--- config.mk ---
export PLATFORM = sky130hd
export DESIGN_NAME = tls_timing_lock
export DESIGN_NICKNAME = d
export VERILOG_FILES = /design/src/logic/tls_pkg.sv /design/src/logic/tls_strap_capture.sv /design/src/logic/tls_window_adder.sv /design/src/logic/tls_timing_lock.sv
export SDC_FILE = /design/constraint.sdc
export NUM_CORES = 1
export LEC_CHECK = 0
export ABC_AREA = 1
export BUFFER_PORTS_ARGS = -buffer_cell sky130_fd_sc_hd__buf_4
export CAP_MARGIN = 25
export CORE_MARGIN = 5
export CORE_UTILIZATION = 30
export DETAILED_ROUTE_END_ITERATION = 8
export PLACE_DENSITY = 0.53
export SLEW_MARGIN = 5
export SYNTH_ARGS = -nofsm -noshare
export SYNTH_HDL_FRONTEND = slang
export SYNTH_SLANG_ARGS = --single-unit
--- constraint.sdc ---
create_clock -name core_clk -period 2.37 [get_ports core_clk]
set_clock_uncertainty 0.15 [all_clocks]
set_input_delay 0.1185 -clock core_clk [delete_from_list [all_inputs] [get_ports core_clk]]
set_output_delay 0.1185 -clock core_clk [all_outputs]
set_load 0.02 [all_outputs]
--- src/logic/tls_pkg.sv ---
// Constants and carrier types for the timing lock and strap block.
package tls_pkg;

  // ==========================================================================
  // Host port selects and register indices.
  localparam logic       PORT_INDEX     = 1'b0;
  localparam logic       PORT_DATA      = 1'b1;
  localparam logic [7:0] IDX_LOCK       = 8'h35;
  localparam logic [7:0] IDX_STRAP_LOW  = 8'h36;
  localparam logic [7:0] IDX_STRAP_HIGH = 8'h37;
  localparam logic [7:0] IDX_KEY        = 8'h38;
  localparam logic [7:0] IDX_H_FIRST    = 8'h00;
  localparam logic [7:0] IDX_H_LAST     = 8'h05;
  localparam logic [7:0] IDX_V_06       = 8'h06;
  localparam logic [7:0] IDX_V_07       = 8'h07;
  localparam logic [7:0] IDX_V_09       = 8'h09;
  localparam logic [7:0] IDX_V_10       = 8'h10;
  localparam logic [7:0] IDX_V_11       = 8'h11;
  localparam logic [7:0] IDX_V_15       = 8'h15;
  localparam logic [7:0] IDX_V_16       = 8'h16;
  localparam logic [7:0] IDX_MODE_17    = 8'h17;

  // ==========================================================================
  // Protected bit masks inside fully and partly locked timing registers.
  localparam logic [7:0] MASK_ALL  = 8'hff;
  localparam logic [7:0] MASK_07_V = 8'had;
  localparam logic [7:0] MASK_09_V = 8'h20;
  localparam logic [7:0] MASK_11_V = 8'h0f;
  localparam logic [7:0] MASK_17_H = 8'h04;

  // ==========================================================================
  // Field positions, reset values and the unlock key.
  localparam int         VERT_LOCK_BIT   = 4;
  localparam int         HORZ_LOCK_BIT   = 5;
  localparam logic [7:0] LOCK_WR_MASK    = 8'h3f;
  localparam logic [7:0] LOCK_RESET      = 8'h00;
  localparam logic [7:0] KEY_RESET       = 8'h00;
  localparam logic [7:0] KEY_CARE_MASK   = 8'hcc;
  localparam logic [7:0] KEY_VALUE       = 8'h48;
  localparam logic [7:0] LOCKED_READ     = 8'h00;
  localparam logic [1:0] CLK_SEL_RESET   = 2'h0;
  localparam logic [4:0] MEM_HI_RESET    = 5'h00;
  localparam logic [15:0] STRAP_RESET    = 16'h0000;
  localparam int         STRAP_ROM_FULL  = 3;
  localparam int         STRAP_DECODE    = 4;
  localparam int         STRAP_SETUP     = 8;
  localparam int         STRAP_MON_EXT   = 10;
  localparam int         STRAP_NOWS      = 11;
  localparam int         STRAP_MEMCS16   = 12;
  localparam int         STRAP_MON_LSB   = 13;

  // ==========================================================================
  // ROM region address patterns on bits 19:15 and 19:11.
  localparam logic [4:0] ROM_REGION_HI   = 5'h18;
  localparam logic [8:0] ROM_HOLE        = 9'h18c;

  // ==========================================================================
  // Forwarded timing register write.
  typedef struct packed {
    logic [7:0] index;
    logic [7:0] data;
    logic [7:0] bit_enable;
  } tls_crt_wr_type;

endpackage : tls_pkg

--- src/logic/tls_strap_capture.sv ---
// Captures the strapping pin levels once after reset release.
`timescale 1ns/1ps
module tls_strap_capture
  import tls_pkg::*;
#(
  parameter int WIDTH = 16
)
(
  input  wire logic             core_clk,
  input  wire logic             rst_n,
  input  wire logic [WIDTH-1:0] strapping_pin_bus,
  output logic      [WIDTH-1:0] strap_q
);

  logic taken_q;

  // ==========================================================================
  // The first edge after release samples the pins; later edges hold them.
  always_ff @(posedge core_clk or negedge rst_n)
  begin
    if (!rst_n)
    begin
      taken_q <= 1'b0;
      strap_q <= STRAP_RESET[WIDTH-1:0];
    end
    else if (!taken_q)
    begin
      taken_q <= 1'b1;
      strap_q <= strapping_pin_bus;
    end
  end

endmodule // tls_strap_capture

--- src/logic/tls_window_adder.sv ---
// Forms the upper display memory address from the CPU window base.
`timescale 1ns/1ps
module tls_window_adder
  import tls_pkg::*;
(
  input  wire logic       core_clk,
  input  wire logic       rst_n,
  input  wire logic       window_enable,
  input  wire logic [3:0] window_base,
  input  wire logic       base_bit18,
  input  wire logic [3:0] cpu_addr_17_14,
  output logic      [4:0] mem_addr_18_14
);

  logic [3:0] sum;

  // ==========================================================================
  // Base is added in 16 KByte steps; the top bit comes in only while the window is enabled.
  always_comb
  begin
    sum = cpu_addr_17_14;
    if (window_enable)
    begin
      sum = cpu_addr_17_14 + window_base;
    end
  end

  always_ff @(posedge core_clk or negedge rst_n)
  begin
    if (!rst_n)
    begin
      mem_addr_18_14 <= MEM_HI_RESET;
    end
    else
    begin
      mem_addr_18_14 <= {base_bit18 & window_enable, sum};
    end
  end

endmodule // tls_window_adder

--- src/logic/tls_timing_lock.sv ---
// Timing lock, CPU window base and strap configuration registers.
//
// Contract
// Clock lock freezes the clock select bits.
// Window base selects 64 KByte steps; the code adds it at address bit 14, in 16 KByte steps.
// Base adds to CPU address bits 17-14.
// External bit acts as address bit 18.
// Vertical lock blocks listed vertical timing writes.
// Retrace-end bit also locks indices 06H, 07H.
// Horizontal lock blocks 00H-05H and 17H bit 2.
// Retrace-end bit locks 00H-05H, not 17H.
// Straps captured at reset; read-only bytes.
// Strap bit 3 selects the ROM hole.
// Strap bit 4 selects decode and ROM select.
// Strap bit 8 picks the setup bit.
// Strap bit 11 sets wait and claim style.
// Strap bit 12 sets MEMCS16 and DAC claims.
// Straps present the monitor type code.
// Extension registers locked until key written.
// Locked fields keep their stored value.
// Lock register reserved bits read zero.
`timescale 1ns/1ps
module tls_timing_lock
  import tls_pkg::*;
#(
  parameter int STRAP_WIDTH = 16
)
(
  input  wire logic                   core_clk,
  input  wire logic                   rst_n,
  input  wire logic                   io_wr,
  input  wire logic                   io_rd,
  input  wire logic                   io_sel,
  input  wire logic [7:0]             io_wdata,
  output logic      [7:0]             io_rdata,
  output logic                        io_rd_valid,
  input  wire logic [7:0]             crt_rd_data,
  output tls_crt_wr_type              crt_wr,
  output logic                        crt_wr_valid,
  input  wire logic                   retrace_end_protect,
  input  wire logic                   clock_select_lock,
  input  wire logic                   misc_wr,
  input  wire logic [1:0]             misc_clk_sel,
  output logic      [1:0]             video_clk_sel,
  input  wire logic                   window_enable,
  input  wire logic                   base_bit18,
  input  wire logic [3:0]             cpu_addr_17_14,
  output logic      [4:0]             mem_addr_18_14,
  input  wire logic [STRAP_WIDTH-1:0] strapping_pin_bus,
  input  wire logic [19:11]           rom_probe_addr,
  output logic                        rom_region_hit,
  output logic                        decode_uses_sa16,
  output logic                        upper_address_pin_is_rom_chip_select,
  output logic                        setup_bit_is_bit4,
  output logic                        nows_enable,
  output logic                        local_bus_claim_tristate,
  output logic                        memcs16_internal,
  output logic                        dac_claim_enable,
  output logic      [2:0]             monitor_type,
  output logic                        monitor_type_ext,
  output logic                        extensions_unlocked
);

  logic [7:0]             index_q;
  logic [7:0]             key_q;
  logic [7:0]             lock_q;
  logic [1:0]             clk_sel_q;
  logic [STRAP_WIDTH-1:0] strap_q;
  logic [7:0]             rdata_q;
  logic                   rd_valid_q;
  tls_crt_wr_type         crt_wr_q;
  logic                   crt_wr_valid_q;
  logic                   unlocked;
  logic                   vlock;
  logic                   hlock;
  logic                   data_wr;
  logic                   own_index;
  logic [7:0]             locked_bits;
  logic [7:0]             read_value;

  // ==========================================================================
  // Key decode and the two timing locks.
  assign unlocked = (key_q & KEY_CARE_MASK) == KEY_VALUE;
  assign vlock    = lock_q[VERT_LOCK_BIT];
  assign hlock    = lock_q[HORZ_LOCK_BIT];
  assign data_wr  = io_wr && (io_sel == PORT_DATA);
  assign own_index = (index_q == IDX_LOCK)
                  || (index_q == IDX_STRAP_LOW)
                  || (index_q == IDX_STRAP_HIGH)
                  || (index_q == IDX_KEY);

  // ==========================================================================
  // Bits of the addressed timing register that a write may not change.
  always_comb
  begin
    locked_bits = 8'h00;
    if ((index_q >= IDX_H_FIRST) && (index_q <= IDX_H_LAST))
    begin
      if (hlock || retrace_end_protect)
      begin
        locked_bits = MASK_ALL;
      end
    end
    else
    begin
      case (index_q)
        IDX_V_06:
        begin
          if (vlock || retrace_end_protect)
          begin
            locked_bits = MASK_ALL;
          end
        end
        IDX_V_07:
        begin
          if (vlock || retrace_end_protect)
          begin
            locked_bits = MASK_07_V;
          end
        end
        IDX_V_09:
        begin
          if (vlock)
          begin
            locked_bits = MASK_09_V;
          end
        end
        IDX_V_10,
        IDX_V_15,
        IDX_V_16:
        begin
          if (vlock)
          begin
            locked_bits = MASK_ALL;
          end
        end
        IDX_V_11:
        begin
          if (vlock)
          begin
            locked_bits = MASK_11_V;
          end
        end
        IDX_MODE_17:
        begin
          if (hlock)
          begin
            locked_bits = MASK_17_H;
          end
        end
        default:
        begin
          locked_bits = 8'h00;
        end
      endcase
    end
  end

  // ==========================================================================
  // Index register.
  always_ff @(posedge core_clk or negedge rst_n)
  begin
    if (!rst_n)
    begin
      index_q <= 8'h00;
    end
    else if (io_wr && (io_sel == PORT_INDEX))
    begin
      index_q <= io_wdata;
    end
  end

  // ==========================================================================
  // Unlock key register, always reachable.
  always_ff @(posedge core_clk or negedge rst_n)
  begin
    if (!rst_n)
    begin
      key_q <= KEY_RESET;
    end
    else if (data_wr && (index_q == IDX_KEY))
    begin
      key_q <= io_wdata;
    end
  end

  // ==========================================================================
  // Timing lock and window base register.
  always_ff @(posedge core_clk or negedge rst_n)
  begin
    if (!rst_n)
    begin
      lock_q <= LOCK_RESET;
    end
    else if (data_wr && (index_q == IDX_LOCK) && unlocked)
    begin
      lock_q <= io_wdata & LOCK_WR_MASK;
    end
  end

  // ==========================================================================
  // Forwarded timing writes carry per-bit enables.
  always_ff @(posedge core_clk or negedge rst_n)
  begin
    if (!rst_n)
    begin
      crt_wr_q       <= '0;
      crt_wr_valid_q <= 1'b0;
    end
    else
    begin
      crt_wr_valid_q <= data_wr && !own_index;
      if (data_wr && !own_index)
      begin
        crt_wr_q.index      <= index_q;
        crt_wr_q.data       <= io_wdata;
        crt_wr_q.bit_enable <= ~locked_bits;
      end
    end
  end

  assign crt_wr       = crt_wr_q;
  assign crt_wr_valid = crt_wr_valid_q;

  // ==========================================================================
  // Clock select bits of the miscellaneous output register.
  always_ff @(posedge core_clk or negedge rst_n)
  begin
    if (!rst_n)
    begin
      clk_sel_q <= CLK_SEL_RESET;
    end
    else if (misc_wr && !clock_select_lock)
    begin
      clk_sel_q <= misc_clk_sel;
    end
  end

  assign video_clk_sel = clk_sel_q;

  // ==========================================================================
  // Read path; strap bytes never take writes.
  always_comb
  begin
    read_value = crt_rd_data;
    if (io_sel == PORT_INDEX)
    begin
      read_value = index_q;
    end
    else
    begin
      case (index_q)
        IDX_KEY:
        begin
          read_value = key_q;
        end
        IDX_LOCK:
        begin
          read_value = unlocked ? lock_q : LOCKED_READ;
        end
        IDX_STRAP_LOW:
        begin
          read_value = unlocked ? strap_q[7:0] : LOCKED_READ;
        end
        IDX_STRAP_HIGH:
        begin
          read_value = unlocked ? strap_q[15:8] : LOCKED_READ;
        end
        default:
        begin
          read_value = crt_rd_data;
        end
      endcase
    end
  end

  always_ff @(posedge core_clk or negedge rst_n)
  begin
    if (!rst_n)
    begin
      rdata_q    <= 8'h00;
      rd_valid_q <= 1'b0;
    end
    else
    begin
      rd_valid_q <= io_rd;
      if (io_rd)
      begin
        rdata_q <= read_value;
      end
    end
  end

  assign io_rdata            = rdata_q;
  assign io_rd_valid         = rd_valid_q;
  assign extensions_unlocked = unlocked;

  // ==========================================================================
  // Strap capture and the display window adder.
  tls_strap_capture #(
    .WIDTH             (STRAP_WIDTH)
  ) u_strap (
    .core_clk          (core_clk),
    .rst_n             (rst_n),
    .strapping_pin_bus (strapping_pin_bus),
    .strap_q           (strap_q)
  );

  tls_window_adder u_window (
    .core_clk       (core_clk),
    .rst_n          (rst_n),
    .window_enable  (window_enable),
    .window_base    (lock_q[3:0]),
    .base_bit18     (base_bit18),
    .cpu_addr_17_14 (cpu_addr_17_14),
    .mem_addr_18_14 (mem_addr_18_14)
  );

  // ==========================================================================
  // Strap decodes.
  always_comb
  begin
    rom_region_hit = 1'b0;
    if (rom_probe_addr[19:15] == ROM_REGION_HI)
    begin
      rom_region_hit = strap_q[STRAP_ROM_FULL]
                    || (rom_probe_addr != ROM_HOLE);
    end
  end

  assign decode_uses_sa16  = !strap_q[STRAP_DECODE];
  assign upper_address_pin_is_rom_chip_select =
    !strap_q[STRAP_DECODE];
  assign setup_bit_is_bit4 = strap_q[STRAP_SETUP];
  assign nows_enable       = strap_q[STRAP_NOWS];
  assign local_bus_claim_tristate = strap_q[STRAP_NOWS];
  assign memcs16_internal  = strap_q[STRAP_MEMCS16];
  assign dac_claim_enable  = strap_q[STRAP_MEMCS16];
  assign monitor_type      = strap_q[STRAP_MON_LSB +: 3];
  assign monitor_type_ext  = strap_q[STRAP_MON_EXT];

endmodule // tls_timing_lock

==> flow_summary.json <==
{
  "status": "complete, but fails checks",
  "violations": "negative hold slack",
  "start_util": 0.303,
  "clk_pin_slew_ps": 60,
  "synth_flop_cell": "dfrtp_1",
  "dr_total_vias": 3382,
  "cp-startpoint": "cpu_addr_17_14[2]",
  "dp.final_hpwl_um": 7750,
  "die_x_um": 122,
  "mostFrequentLayoutCell": "nand2_1",
  "max_slew_margin": 0.568,
  "synth_compound_area_frac": 0.0947,
  "fin_nets": 644,
  "synthSimpleGateAreaFrac": 0.231,
  "synthesis.area_um2": 3780,
  "fillerInstances": 1250,
  "track_usage": 0.149,
  "drt_first_pass_iters": 4,
  "setup_viol": 0,
  "num_io_pins": 111,
  "ir_worst_vdd_uv": 254,
  "critPathKind": "in2reg",
  "async_flop_share": 1.00,
  "syn_area_per_cell_um2": 8.40,
  "numCtsBuffers": 9,
  "grt_pass1_wl_um": 17600,
  "cts_setup_buffers": 0,
  "reg2reg_depth": 6,
  "worst_skew_pair.late_latency_ps": 330,
  "ant_nets": 0,
  "r2r-start": "index_q[7]",
  "drt_iter0_drc": 244,
  "min_period_ps": 2090,
  "cp-endpoint": "u_window.mem_addr_18_14[3]",
  "hp-class": "in2reg",
  "fmax_ghz": 0.479,
  "layout_common_cells": "117 x nand2_1, 113 x buf_4, 78 x dfrtp_1",
  "power.density_nw_per_um2": 698,
  "die-area_um2": 14900,
  "syn_nets": 511,
  "drc": 0,
  "ys_ff_latch": 78,
  "synth-edff-count": 0,
  "cts_tree": "yes",
  "fin_crit_sh": 0.882,
  "wl_per_cell_um": 13.8,
  "endpoint_kind": "register",
  "place_congestion": 0.863,
  "diodes": 0,
  "rsz0062_at_grt": "false",
  "area_delta_synth_final_pct": 41.6,
  "routed_wirelength_um": 10500,
  "synth_top_family_by_area": "simple AND/OR/NAND/NOR gates",
  "die_y_um": 122,
  "synth_mux_area_frac": 0.0506,
  "whs_ps": -8.98,
  "grt_overflow_total": 0,
  "ff2ff_setup_slack_ps": 320,
  "finalMaxSlewViolations": 0,
  "viasPerCell": 4.45,
  "synthAdderAreaFrac": 0.0152,
  "cp_max_fo": 3,
  "critPathRequiredTime_ps": 2430,
  "htree_levels": 3,
  "first_global_vias": 3499,
  "yosys_warnings": 0,
  "fin_tns_setup_ps": 0,
  "finalHoldViolCount": 2,
  "synth.distinct_cells": 34,
  "arrival_ps": 2150,
  "drive_gt1_frac": 0.264,
  "numClockSinks": 78,
  "grt_max_degree": 52,
  "seq_area_frac_synth": 0.516,
  "clock_path_buffers": 2,
  "worst_setup_path_start_kind": "primary input",
  "r2r-end": "lock_q[0]",
  "cts_root_buf": "clkbuf_16",
  "coreArea_um2": 12500,
  "rows": 41,
  "synth-xor-area-share": 0.00695,
  "power_leakage_uw": 0.00261,
  "maxCapViolations": 0,
  "io_buffer_count": 110,
  "netlist_instances": 450,
  "antenna_found_initial": 0,
  "worstMarginPinSlew_ps": 648
}
[state kept, by name (all words and copies together) (netlist names), 2 cells and up]
signal,flops
index_q,8
u_strap.strap_q,16
crt_wr,22
u_window.mem_addr_18_14,5
io_rdata,8
key_q,8
video_clk_sel,2
lock_q,6
[power by group]
group	internal [µW]	switching, µW	leakage (µW)
logic	346	398	0.00151
clock network	869	539	0.000152
registers	1470	112	0.000950
[cell usage after synthesis, types with 3 or more instances]
master,count,area (µm²)
nand2_1,117,439
dfrtp_1,78,1950
o21ai_0,47,235
inv_1,44,165
nor2_1,37,139
nand3_1,31,155
a21oi_1,18,90.1
mux2_2,17,191
buf_4,9,67.6
buf_2,8,40.0
clkbuf_1,5,18.8
nand4_1,5,31.3
nor3_1,4,20.0
ha_1,3,37.5
xor2_1,3,26.3
[metal layers]
| metal | up-vias | track usage | wire length (µm) |
|---|---|---|---|
| li1 | 1700 | - | - |
| met1 | 1583 | 0.195 | 4720 |
| met2 | 91 | 0.251 | 5140 |
| met3 | 8 | 0.0327 | 536 |
| met4 | 0 | 0.0420 | 84 |
| met5 | - | 0 | 0 |
[worst max-delay path, stage by stage]
cell	delay, ps
dlygate4sd3_1	530
buf_4	140
ha_1	320
a21oi_1	140
o21ai_0	100
xor2_1	150
nand2_1	60
nand2_1	40
dlygate4sd3_1	540
[area by class of cell]
type / count / area [µm²] / share of cell area
Clock inverter: 4 / 45.0 / 0.00841
Multi-Input combinational cell: 301 / 1510 / 0.283
Timing Repair Buffer: 147 / 1200 / 0.224
Sequential cell: 78 / 1950 / 0.365
Inverter: 46 / 173 / 0.0323
Tap cell: 172 / 215 / 0.0402
Clock buffer: 12 / 256 / 0.0479
[kinds of logic (layout without fill, tap and decap cells)]
group | Yosys count | count (layout)
AO/OA/AOI/OAI | 70 | 70
XOR/XNOR | 3 | 3
adder cells (fa/ha/maj) | 4 | 4
buffers and inverters | 71 | 209
flip-flops | 78 | 78
multiplexers | 17 | 17
other | 1 | 1
AND/OR/NAND/NOR | 206 | 206
[worst min-delay path by stage]
stage,startpoint,to,slack (ps),cells past startpoint
5_1_grt,io_wdata[0],key_q[0],5,3
4_1_cts,io_wdata[3],crt_wr[11],1,3
3_3_place_gp,rst_n,u_strap.strap_q[14],-80,1
3_5_place_dp,rst_n,u_strap.strap_q[14],-80,1
6_report,io_wdata[0],key_q[0],-9,3
2_1_floorplan,rst_n,crt_wr[10],-330,0
[repair_timing]
item / CTS / global route
hold endpoints to repair: 115 / 0
hold buffers: 33 / 0
resized for setup: 0 / 1
endpoints found under the setup margin: 0 / 1
[through the flow]
step	power, µW	std cells	cell area (µm²)	setup slack, ps	util
3_5_place_dp	2320	711	4720	339	0.378
4_1_cts	3780	760	5350	275	0.429
6_report	3740	760	5350	280	0.429
2_1_floorplan	1970	450	3780	705	-
3_3_place_gp	2310	711	4720	358	0.378
5_1_grt	3930	760	5350	37.1	0.429
Note: power is estimated with default switching activity, not from simulation.
